==> src/hw/ctp_pkg.sv <==
package ctp_pkg;
    // register byte offsets
    localparam logic [7:0] ADDR_LOWER_CTRL   = 8'h00;
    localparam logic [7:0] ADDR_UPPER_CTRL   = 8'h04;
    localparam logic [7:0] ADDR_LOWER_PERIOD = 8'h08;
    localparam logic [7:0] ADDR_UPPER_PERIOD = 8'h0C;
    localparam logic [7:0] ADDR_LOWER_COUNT  = 8'h10;
    localparam logic [7:0] ADDR_UPPER_COUNT  = 8'h14;
    localparam logic [7:0] ADDR_IRQ_STATUS   = 8'h18;
    localparam logic [7:0] ADDR_IRQ_MASK     = 8'h1C;
    localparam logic [7:0] ADDR_IRQ_PRIO     = 8'h20;
    // control field positions
    localparam int CTRL_TIMER_ON   = 15;
    localparam int CTRL_IDLE_STOP  = 13;
    localparam int CTRL_GATE       = 6;
    localparam int CTRL_PRE_HI     = 5;
    localparam int CTRL_PRE_LO     = 4;
    localparam int CTRL_CASCADE    = 3;
    localparam int CTRL_CLK_SRC    = 1;
    localparam logic [15:0] CTRL_WMASK = 16'hA07A;
    // status and mask bit positions
    localparam int IRQ_LOWER = 0;
    localparam int IRQ_UPPER = 1;
    // reset values
    localparam logic [15:0] RST_CTRL   = 16'h0000;
    localparam logic [15:0] RST_PERIOD = 16'hFFFF;
    localparam logic [15:0] RST_COUNT  = 16'h0000;
    localparam logic [1:0]  AXI_OKAY   = 2'b00;
    localparam logic [1:0]  AXI_SLVERR = 2'b10;
    // prescale ratios 1, 8, 64, 256 as counter terminal values
    localparam logic [7:0] PRE_TERM_1   = 8'h00;
    localparam logic [7:0] PRE_TERM_8   = 8'h07;
    localparam logic [7:0] PRE_TERM_64  = 8'h3F;
    localparam logic [7:0] PRE_TERM_256 = 8'hFF;
endpackage

==> src/hw/ctp_timer16.sv <==
`timescale 1ns/10ps
`default_nettype none
module ctp_timer16
    import ctp_pkg::*;
(
    // clocking
    input  wire logic        aclk,
    input  wire logic        aresetn,
    input  wire logic        ce,
    // configuration
    input  wire logic        run,
    input  wire logic [1:0]  prescale_select,
    input  wire logic        clock_source_select,
    input  wire logic        gate_enable,
    // inputs (already synchronised)
    input  wire logic        ext_rise,
    input  wire logic        gate_level,
    // held clear while the timer on bit is low
    input  wire logic        pre_clear,
    // prescaled tick out
    output logic             tick
);
    logic [7:0] pre_cnt;
    logic [7:0] term;
    logic       src;

    // prescale ratio decode
    always_comb begin
        case (prescale_select)
            2'b00:   term = PRE_TERM_1;
            2'b01:   term = PRE_TERM_8;
            2'b10:   term = PRE_TERM_64;
            default: term = PRE_TERM_256;
        endcase
    end

    // gated mode counts internal clock only while gate is high
    assign src = clock_source_select ? ext_rise
               : (gate_enable ? gate_level : 1'b1);
    assign tick = run && src && (pre_cnt == term);

    // prescaler counter; the clear waits for ce too, so a frozen block holds every bit
    always_ff @(posedge aclk) begin
        if (!aresetn) begin
            pre_cnt <= 8'h00;
        end else if (ce) begin
            if (pre_clear) begin
                pre_cnt <= 8'h00;
            end else if (run && src) begin
                pre_cnt <= (pre_cnt == term) ? 8'h00 : pre_cnt + 8'h01;
            end
        end
    end
endmodule
`default_nettype wire

==> src/hw/ctp_timer_pair.sv <==
// Implementation choices: the register offsets and register access over AXI4-Lite.
`timescale 1ns/10ps
`default_nettype none
module ctp_timer_pair
    import ctp_pkg::*;
(
    // clock and reset
    input  wire logic        aclk,
    input  wire logic        aresetn,
    input  wire logic        ce,
    // power state
    input  wire logic        idle_mode,
    // external pins
    input  wire logic        lower_clk_pin,
    input  wire logic        upper_clk_pin,
    input  wire logic        lower_gate_pin,
    input  wire logic        upper_gate_pin,
    // axi4-lite write address
    input  wire logic [7:0]  s_axi_awaddr,
    input  wire logic        s_axi_awvalid,
    output logic             s_axi_awready,
    // axi4-lite write data
    input  wire logic [31:0] s_axi_wdata,
    input  wire logic [3:0]  s_axi_wstrb,
    input  wire logic        s_axi_wvalid,
    output logic             s_axi_wready,
    // axi4-lite write response
    output logic [1:0]       s_axi_bresp,
    output logic             s_axi_bvalid,
    input  wire logic        s_axi_bready,
    // axi4-lite read address
    input  wire logic [7:0]  s_axi_araddr,
    input  wire logic        s_axi_arvalid,
    output logic             s_axi_arready,
    // axi4-lite read data
    output logic [31:0]      s_axi_rdata,
    output logic [1:0]       s_axi_rresp,
    output logic             s_axi_rvalid,
    input  wire logic        s_axi_rready,
    // system outputs
    output logic             irq,
    output logic [2:0]       irq_priority,
    output logic             adc_trigger,
    output logic [15:0]      lower_time_base,
    output logic [15:0]      upper_time_base
);
    logic [15:0] lower_timer_control;
    logic [15:0] upper_timer_control;
    logic [15:0] lower_period;
    logic [15:0] upper_period;
    logic [15:0] lower_count;
    logic [15:0] upper_count;
    logic [1:0]  irq_status;
    logic [1:0]  irq_mask;
    logic [2:0]  timer_irq_priority;
    logic [2:0]  upper_irq_priority;
    logic [3:0]  pin_s1;
    logic [3:0]  pin_s2;
    logic [1:0]  clk_last;
    logic        cascade_enable;
    logic        lower_run;
    logic        upper_run;
    logic        lower_tick;
    logic        upper_tick;
    logic        lower_match;
    logic        upper_match;
    logic        wide_match;
    logic        lower_ev;
    logic        upper_ev;
    logic        aw_held;
    logic        w_held;
    logic [7:0]  aw_addr;
    logic [31:0] w_data;
    logic [3:0]  w_strb;
    logic        wr_go;
    logic        wr_hit;
    logic [31:0] rd_val;
    logic        rd_hit;

    // running state; idle stop only honoured, sleep never stops the count
    function automatic logic ctp_runs(input logic [15:0] ctrl, input logic idle);
        ctp_runs = ctrl[CTRL_TIMER_ON] && !(idle && ctrl[CTRL_IDLE_STOP]);
    endfunction

    // merge a 16-bit register with strobed write data
    function automatic logic [15:0] ctp_merge(input logic [15:0] old, input logic [31:0] d,
                                             input logic [3:0] s);
        ctp_merge = {s[1] ? d[15:8] : old[15:8], s[0] ? d[7:0] : old[7:0]};
    endfunction

    assign cascade_enable = lower_timer_control[CTRL_CASCADE];
    assign lower_run = ctp_runs(lower_timer_control, idle_mode);
    // upper control ignored when cascaded
    assign upper_run = !cascade_enable && ctp_runs(upper_timer_control, idle_mode);

    // two-stage pin synchronisers; asynchronous counting is not offered
    always_ff @(posedge aclk) begin
        if (!aresetn) begin
            pin_s1   <= 4'h0;
            pin_s2   <= 4'h0;
            clk_last <= 2'b00;
        end else if (ce) begin
            pin_s1   <= {upper_gate_pin, lower_gate_pin, upper_clk_pin, lower_clk_pin};
            pin_s2   <= pin_s1;
            clk_last <= pin_s2[1:0];
        end
    end

    // lower prescaler also drives the cascaded pair
    ctp_timer16 u_lower (
        .aclk                (aclk),
        .aresetn             (aresetn),
        .ce                  (ce),
        .run                 (lower_run),
        .prescale_select     (lower_timer_control[CTRL_PRE_HI:CTRL_PRE_LO]),
        .clock_source_select (lower_timer_control[CTRL_CLK_SRC]),
        .gate_enable         (lower_timer_control[CTRL_GATE]),
        .ext_rise            (pin_s2[0] && !clk_last[0]),
        .gate_level          (pin_s2[2]),
        .pre_clear           (!lower_timer_control[CTRL_TIMER_ON]),
        .tick                (lower_tick)
    );

    ctp_timer16 u_upper (
        .aclk                (aclk),
        .aresetn             (aresetn),
        .ce                  (ce),
        .run                 (upper_run),
        .prescale_select     (upper_timer_control[CTRL_PRE_HI:CTRL_PRE_LO]),
        .clock_source_select (upper_timer_control[CTRL_CLK_SRC]),
        .gate_enable         (upper_timer_control[CTRL_GATE]),
        .ext_rise            (pin_s2[1] && !clk_last[1]),
        .gate_level          (pin_s2[3]),
        .pre_clear           (!upper_timer_control[CTRL_TIMER_ON]),
        .tick                (upper_tick)
    );

    // match decode
    assign lower_match = (lower_count == lower_period);
    assign upper_match = (upper_count == upper_period);
    assign wide_match  = ({upper_count, lower_count} == {upper_period, lower_period});
    assign lower_ev = cascade_enable ? 1'b0 : (lower_tick && lower_match);
    assign upper_ev = cascade_enable ? (lower_tick && wide_match) : (upper_tick && upper_match);

    // axi write capture: address and data in either order
    // ready held low while frozen, else a beat would be taken and lost
    assign s_axi_awready = ce && !aw_held && !s_axi_bvalid;
    assign s_axi_wready  = ce && !w_held && !s_axi_bvalid;
    assign wr_go = aw_held && w_held && !s_axi_bvalid;

    always_ff @(posedge aclk) begin
        if (!aresetn) begin
            aw_held <= 1'b0;
            w_held  <= 1'b0;
            aw_addr <= 8'h00;
            w_data  <= 32'h0000_0000;
            w_strb  <= 4'h0;
        end else if (ce) begin
            if (s_axi_awvalid && s_axi_awready) begin
                aw_held <= 1'b1;
                aw_addr <= s_axi_awaddr;
            end else if (wr_go) begin
                aw_held <= 1'b0;
            end
            if (s_axi_wvalid && s_axi_wready) begin
                w_held <= 1'b1;
                w_data <= s_axi_wdata;
                w_strb <= s_axi_wstrb;
            end else if (wr_go) begin
                w_held <= 1'b0;
            end
        end
    end

    assign wr_hit = (aw_addr == ADDR_LOWER_CTRL) || (aw_addr == ADDR_UPPER_CTRL)
                 || (aw_addr == ADDR_LOWER_PERIOD) || (aw_addr == ADDR_UPPER_PERIOD)
                 || (aw_addr == ADDR_LOWER_COUNT) || (aw_addr == ADDR_UPPER_COUNT)
                 || (aw_addr == ADDR_IRQ_STATUS) || (aw_addr == ADDR_IRQ_MASK)
                 || (aw_addr == ADDR_IRQ_PRIO);

    // write response
    always_ff @(posedge aclk) begin
        if (!aresetn) begin
            s_axi_bvalid <= 1'b0;
            s_axi_bresp  <= AXI_OKAY;
        end else if (ce) begin
            if (wr_go) begin
                s_axi_bvalid <= 1'b1;
                s_axi_bresp  <= wr_hit ? AXI_OKAY : AXI_SLVERR;
            end else if (s_axi_bready) begin
                s_axi_bvalid <= 1'b0;
            end
        end
    end

    // configuration registers; software keeps the set-up order itself
    always_ff @(posedge aclk) begin
        if (!aresetn) begin
            lower_timer_control <= RST_CTRL;
            upper_timer_control <= RST_CTRL;
            lower_period        <= RST_PERIOD;
            upper_period        <= RST_PERIOD;
            irq_mask            <= 2'b00;
            timer_irq_priority  <= 3'h0;
            upper_irq_priority  <= 3'h0;
        end else if (ce && wr_go) begin
            if (aw_addr == ADDR_LOWER_CTRL) begin
                lower_timer_control <= ctp_merge(lower_timer_control, w_data, w_strb) & CTRL_WMASK;
            end else if (aw_addr == ADDR_UPPER_CTRL) begin
                upper_timer_control <= ctp_merge(upper_timer_control, w_data, w_strb) & CTRL_WMASK;
            end else if (aw_addr == ADDR_LOWER_PERIOD) begin
                lower_period <= ctp_merge(lower_period, w_data, w_strb);
            end else if (aw_addr == ADDR_UPPER_PERIOD) begin
                upper_period <= ctp_merge(upper_period, w_data, w_strb);
            end else if (aw_addr == ADDR_IRQ_MASK && w_strb[0]) begin
                irq_mask <= w_data[1:0];
            end else if (aw_addr == ADDR_IRQ_PRIO && w_strb[0]) begin
                timer_irq_priority <= w_data[2:0];
                upper_irq_priority <= w_data[6:4];
            end
        end
    end

    // lower count: wraps to zero on the tick after match
    always_ff @(posedge aclk) begin
        if (!aresetn) begin
            lower_count <= RST_COUNT;
        end else if (ce) begin
            if (wr_go && aw_addr == ADDR_LOWER_COUNT) begin
                lower_count <= ctp_merge(lower_count, w_data, w_strb);
            end else if (lower_tick) begin
                if (cascade_enable ? wide_match : lower_match) begin
                    lower_count <= RST_COUNT;
                end else begin
                    lower_count <= lower_count + 16'h0001;
                end
            end
        end
    end

    // upper count: carries from lower when cascaded, else its own tick
    always_ff @(posedge aclk) begin
        if (!aresetn) begin
            upper_count <= RST_COUNT;
        end else if (ce) begin
            if (wr_go && aw_addr == ADDR_UPPER_COUNT) begin
                upper_count <= ctp_merge(upper_count, w_data, w_strb);
            end else if (cascade_enable && lower_tick) begin
                if (wide_match) begin
                    upper_count <= RST_COUNT;
                end else if (lower_count == 16'hFFFF) begin
                    upper_count <= upper_count + 16'h0001;
                end
            end else if (!cascade_enable && upper_tick) begin
                upper_count <= upper_match ? RST_COUNT : upper_count + 16'h0001;
            end
        end
    end

    // sticky flags; a new event beats a write-one clear
    always_ff @(posedge aclk) begin
        if (!aresetn) begin
            irq_status <= 2'b00;
        end else if (ce) begin
            for (int i = 0; i < 2; i++) begin
                if ((i == IRQ_LOWER) ? lower_ev : upper_ev) begin
                    irq_status[i] <= 1'b1;
                end else if (wr_go && aw_addr == ADDR_IRQ_STATUS && w_strb[0] && w_data[i]) begin
                    irq_status[i] <= 1'b0;
                end
            end
        end
    end

    // single level interrupt; priority follows the winning source
    assign irq = |(irq_status & irq_mask);
    assign irq_priority = (irq_status[IRQ_UPPER] && irq_mask[IRQ_UPPER]) ? upper_irq_priority
                        : timer_irq_priority;

    // adc trigger registered; only the cascaded pair drives it
    always_ff @(posedge aclk) begin
        if (!aresetn) begin
            adc_trigger     <= 1'b0;
            lower_time_base <= RST_COUNT;
            upper_time_base <= RST_COUNT;
        end else if (ce) begin
            adc_trigger     <= cascade_enable && upper_ev;
            lower_time_base <= lower_count;
            upper_time_base <= upper_count;
        end
    end

    // read decode
    always_comb begin
        rd_hit = 1'b1;
        if (s_axi_araddr == ADDR_LOWER_CTRL) begin
            rd_val = {16'h0000, lower_timer_control};
        end else if (s_axi_araddr == ADDR_UPPER_CTRL) begin
            rd_val = {16'h0000, upper_timer_control};
        end else if (s_axi_araddr == ADDR_LOWER_PERIOD) begin
            rd_val = {16'h0000, lower_period};
        end else if (s_axi_araddr == ADDR_UPPER_PERIOD) begin
            rd_val = {16'h0000, upper_period};
        end else if (s_axi_araddr == ADDR_LOWER_COUNT) begin
            rd_val = {16'h0000, lower_count};
        end else if (s_axi_araddr == ADDR_UPPER_COUNT) begin
            rd_val = {16'h0000, upper_count};
        end else if (s_axi_araddr == ADDR_IRQ_STATUS) begin
            rd_val = {30'h0000_0000, irq_status};
        end else if (s_axi_araddr == ADDR_IRQ_MASK) begin
            rd_val = {30'h0000_0000, irq_mask};
        end else if (s_axi_araddr == ADDR_IRQ_PRIO) begin
            rd_val = {25'h000_0000, upper_irq_priority, 1'b0, timer_irq_priority};
        end else begin
            rd_val = 32'h0000_0000;
            rd_hit = 1'b0;
        end
    end

    // read channel: one outstanding read
    assign s_axi_arready = ce && !s_axi_rvalid;

    always_ff @(posedge aclk) begin
        if (!aresetn) begin
            s_axi_rvalid <= 1'b0;
            s_axi_rdata  <= 32'h0000_0000;
            s_axi_rresp  <= AXI_OKAY;
        end else if (ce) begin
            if (s_axi_arvalid && s_axi_arready) begin
                s_axi_rvalid <= 1'b1;
                s_axi_rdata  <= rd_val;
                s_axi_rresp  <= rd_hit ? AXI_OKAY : AXI_SLVERR;
            end else if (s_axi_rready) begin
                s_axi_rvalid <= 1'b0;
            end
        end
    end
endmodule
`default_nettype wire

==> config.mk <==
export PLATFORM = sky130hd
export DESIGN_NAME = ctp_timer_pair
export DESIGN_NICKNAME = d
export VERILOG_FILES = /design/src/hw/ctp_pkg.sv /design/src/hw/ctp_timer16.sv /design/src/hw/ctp_timer_pair.sv
export SDC_FILE = /design/constraint.sdc
export NUM_CORES = 1
export LEC_CHECK = 0
export BUFFER_PORTS_ARGS = -buffer_cell sky130_fd_sc_hd__buf_2
export CAP_MARGIN = 15
export CORE_MARGIN = 3
export CORE_UTILIZATION = 52
export DETAILED_ROUTE_END_ITERATION = 7
export HOLD_SLACK_MARGIN = 0.08
export PLACE_DENSITY = 0.74
export SLEW_MARGIN = 20
export SYNTH_ARGS = -nofsm -noshare
export SYNTH_HDL_FRONTEND = slang
export SYNTH_SLANG_ARGS = --single-unit
==> constraint.sdc <==
create_clock -name aclk -period 2.2 [get_ports aclk]
set_input_delay 0.22 -clock aclk [delete_from_list [all_inputs] [get_ports aclk]]
set_output_delay 0.22 -clock aclk [all_outputs]
set_load 0.005 [all_outputs]
==> impl_metrics.py <==
metrics = {
    "run_status": {
        "status": "complete, but fails checks",
        "violations": "setup timing",
    },
    "detailed_routing": {
        "wirelength_microns": 30600,
        "drtPass1Iterations": 8,
        "routed_wire_length_per_instance_microns": 18.9,
        "ant_nets": 0,
        "routed_via_density": 5.93,
        "detailedRoute.firstIterationViolations": 1347,
        "detailroute.via_count": 9588,
        "drcViolationCount": 0,
    },
    "placed_design": {
        "gp_congestion": 0.926,
        "io_buffer_count": 106,
        "dpl.cell_count": 1541,
        "detailed_place_hpwl_microns": 21300,
    },
    "sta": {
        "report.final.slew_viol_count": 0,
        "fin_crit_ns": 2.29,
        "crit_share_post_route_pct": 104,
        "postLayoutSetupSlackWorst_ns": -0.0909,
        "worst_clock_skew_ns": 0.0138,
        "report.final.hold_viol_count": 0,
        "unrepaired_setup_endpoints_after_global_routing": "yes",
        "clock.fmax_mhz": 437,
        "slew_headroom_pct": 57.9,
        "final.hold.worst_slack_ns": 0.0919,
        "setup-violations-final": 20,
        "worstMarginPinSlew_ns": 0.630,
    },
    "hold_path": {
        "hold_path_startpoint": "s_axi_bready",
        "endpoint_worst_hold": "s_axi_bvalid",
        "cell_depth_of_the_worst_min_delay_path": 4,
        "class_of_the_tightest_hold_or_removal_check": "primary input to flop",
    },
    "worst_setup_path": {
        "r2r_setup_slack_ns": -0.09,
        "critical_path.endpoint_type": "flop",
        "timing.critical_path.required_ns": 2.53,
        "worstReg2RegEnd": "lower_count[10]",
        "crit_fanout": 7,
        "criticalPathCategory": "flop to flop",
        "r2r_start": "u_lower.pre_cnt[2]",
        "worst-endpoint-arrival_ns": 2.62,
        "start_kind": "flop",
        "worstRegToRegCells": 9,
    },
    "grt": {
        "grt_pass1_vias": 9214,
        "overall_fraction_of_global_route_tracks_in_use_pct": 30.4,
        "largest_net_degree_at_the_start_of_global_routing": 79,
        "gr-total-overflow": 0,
        "antenna_found_initial": 0,
        "grt_first_pass_wirelength_microns": 48200,
    },
    "cells_and_area": {
        "layout.nets": 1449,
        "synthToLayoutAreaGrowth_pct": 32.8,
        "num_antenna_cells": 0,
        "drive_above_1_share_pct": 29.4,
        "instances_no_fill": 1618,
        "finalCoreUtilization_pct": 71.5,
    },
    "clock_network": {
        "cts_max_path_buffers": 2,
        "numCtsBuffers": 17,
        "cts.reportedPaths.clkPinSlew_ns": 0.07,
        "clk_latency_ns": 0.45,
        "ctsHtreeMaxLevel": 4,
        "clock_tree.root_cell": "clkbuf_16",
        "tritoncts": "done",
        "cts.sink_count": 195,
    },
    "yosys": {
        "netlist_top_cells_area": "dfxtp_1, mux2i_1, nand2_1",
        "netlist_area_sq_um": 9440,
        "synth_ff_type": "dfxtp_1",
        "synth.cells.most_frequent": "dfxtp_1, nand2_1, nor2_1, mux2i_1, a21oi_1",
        "netlist_instances": 1137,
        "synth.ff_latch_count": 195,
        "netlist.area_leader.share_pct": 41.3,
        "post_synth.cell_area_avg_sq_um": 8.30,
        "async_flop_share_pct": 0,
        "synth_largest_area_cell": "dfxtp_1",
        "synth-seq-area-share_pct": 41.3,
        "synth-edff-count": 0,
        "yosys_warnings": 0,
        "synth.lib_cells_used.distinct": 77,
    },
    "floorplanning": {
        "total_die_area_sq_um": 19800,
        "die-height_microns": 141,
        "core.rowCount": 48,
        "core_region_sq_um": 17500,
        "floorplan.initialDensity_pct": 53.8,
        "die_w_microns": 141,
        "number_of_top_level_design_ports": 143,
    },
    "flow_run": {
        "cap_violations": 0,
    },
    "power_and_ir_drop": {
        "p_leak_nw": 5.35,
        "ir_worst_vdd_v": 0.000573,
        "power_density_nw_per_um2": 568,
    },
}
## stage by stage
step	total power, W	instance area [sq um]	setup slack [ns]	TNS (ns)
CTS	0.00714	12200	-0.0717	-0.650
detailed placement	0.00411	11100	-0.275	-5.75
floorplan	0.00395	9510	-0.0175	-0.0183
global placement	0.00410	11100	-0.175	-3.26
finish	0.00713	12500	-0.0909	-0.786
global route	0.00732	12500	-0.157	-2.62
## state kept, by name, summed over array words and instances, names as in the netlist, 2 cells and up
| name | count |
|---|---|
| lower_count | 16 |
| lower_period | 16 |
| lower_time_base | 16 |
| s_axi_rdata | 16 |
| upper_count | 16 |
| upper_period | 16 |
| upper_time_base | 16 |
| w_data | 16 |
| aw_addr | 8 |
| u_lower.pre_cnt | 8 |
| u_upper.pre_cnt | 8 |
| lower_timer_control | 7 |
| upper_timer_control | 7 |
| pin_s1 | 4 |
| pin_s2 | 4 |
| timer_irq_priority | 3 |
| upper_irq_priority | 3 |
| clk_last | 2 |
| irq_mask | 2 |
| irq_status | 2 |
| w_strb | 2 |
## cells in the final DEF, fill, tap and decap left out, types with 5 or more instances in the layout
master,count
a21oi_1,69
a21oi_2,5
a221oi_1,8
a222oi_1,10
a22oi_1,15
a31oi_1,11
a32o_1,11
and2_1,10
and3_1,13
buf_2,106
buf_4,153
buf_6,14
clkbuf_16,17
conb_1,18
dfxtp_1,179
dfxtp_2,15
dlygate4sd3_1,31
inv_1,17
inv_6,6
mux2i_1,81
nand2_1,191
nand2_2,5
nand3_1,41
nand4_1,11
nor2_1,113
nor3_1,8
nor4_1,10
nor4_2,7
o211ai_1,5
o21a_1,5
o21ai_0,12
o21ai_1,11
o21ai_2,6
o22ai_1,7
o32ai_2,5
xnor2_1,9
xor2_1,39
## metal layers
metal | wire, microns | global-route usage (%) | up-vias
met3 | 2900 | 4.88 | 82
met4 | 1020 | 12.6 | 0
met1 | 12900 | 41.8 | 4518
met2 | 13700 | 47.7 | 525
met5 | 0 | 0 | -
li1 | - | - | 4463
## power breakdown
group	total [W]	switching (W)	internal, W	leakage [nW]
Sequential	0.00364	0.0000686	0.00357	1.58
Combinational	0.000455	0.000263	0.000192	3.49
Clock	0.00303	0.00143	0.00161	0.275
## worst max path at each step
stage	start	to	slack, ns	cells past startpoint
floorplan	aw_addr[5]	upper_count[11]	-0.02	8
global placement	upper_period[9]	upper_count[2]	-0.18	8
detailed placement	upper_period[9]	upper_count[2]	-0.27	8
CTS	aw_addr[5]	upper_count[14]	-0.07	9
global route	u_lower.pre_cnt[2]	upper_count[12]	-0.16	8
finish	u_lower.pre_cnt[2]	lower_count[10]	-0.09	9
## logic make-up after synthesis
kind of cell             Yosys count  synth area share (%)
adder cells (fa/ha/maj)            4                 0.530
buffers and inverters            119                  5.69
other                              1                0.0397
XOR/XNOR                          51                  4.73
AO/OA/AOI/OAI                    231                  16.5
multiplexers                      85                  9.06
AND/OR/NAND/NOR                  451                  22.1
flip-flops                       195                  41.3
## worst max-delay path: stages (launching register included)
cell	delay, ns
dfxtp_2	0.32
or4_4	0.54
a21oi_4	0.17
o21ai_1	0.09
buf_4	0.16
nor3_4	0.20
o21ai_1	0.09
buf_4	0.21
a21o_1	0.16
a32o_1	0.21
## timing repair
item                                   4_1_cts  5_1_grt
gates cloned                                 2        1
endpoints found under the hold margin       31        0
resized for setup                           61       70
buffers inserted                             6        8
setup endpoints to repair                   32       58
hold buffers                                31        0
pin swaps                                   24       30
## cell type report
type / count / area (sq um)
Clock buffer: 19 / 443
Clock inverter: 13 / 121
Fill cell: 1284 / 5000
Inverter: 18 / 68.8
Multi-Input combinational cell: 840 / 5470
Sequential cell: 195 / 3930
Tap cell: 225 / 282
Timing Repair Buffer: 308 / 2230
(Power assumes the default switching activity.)
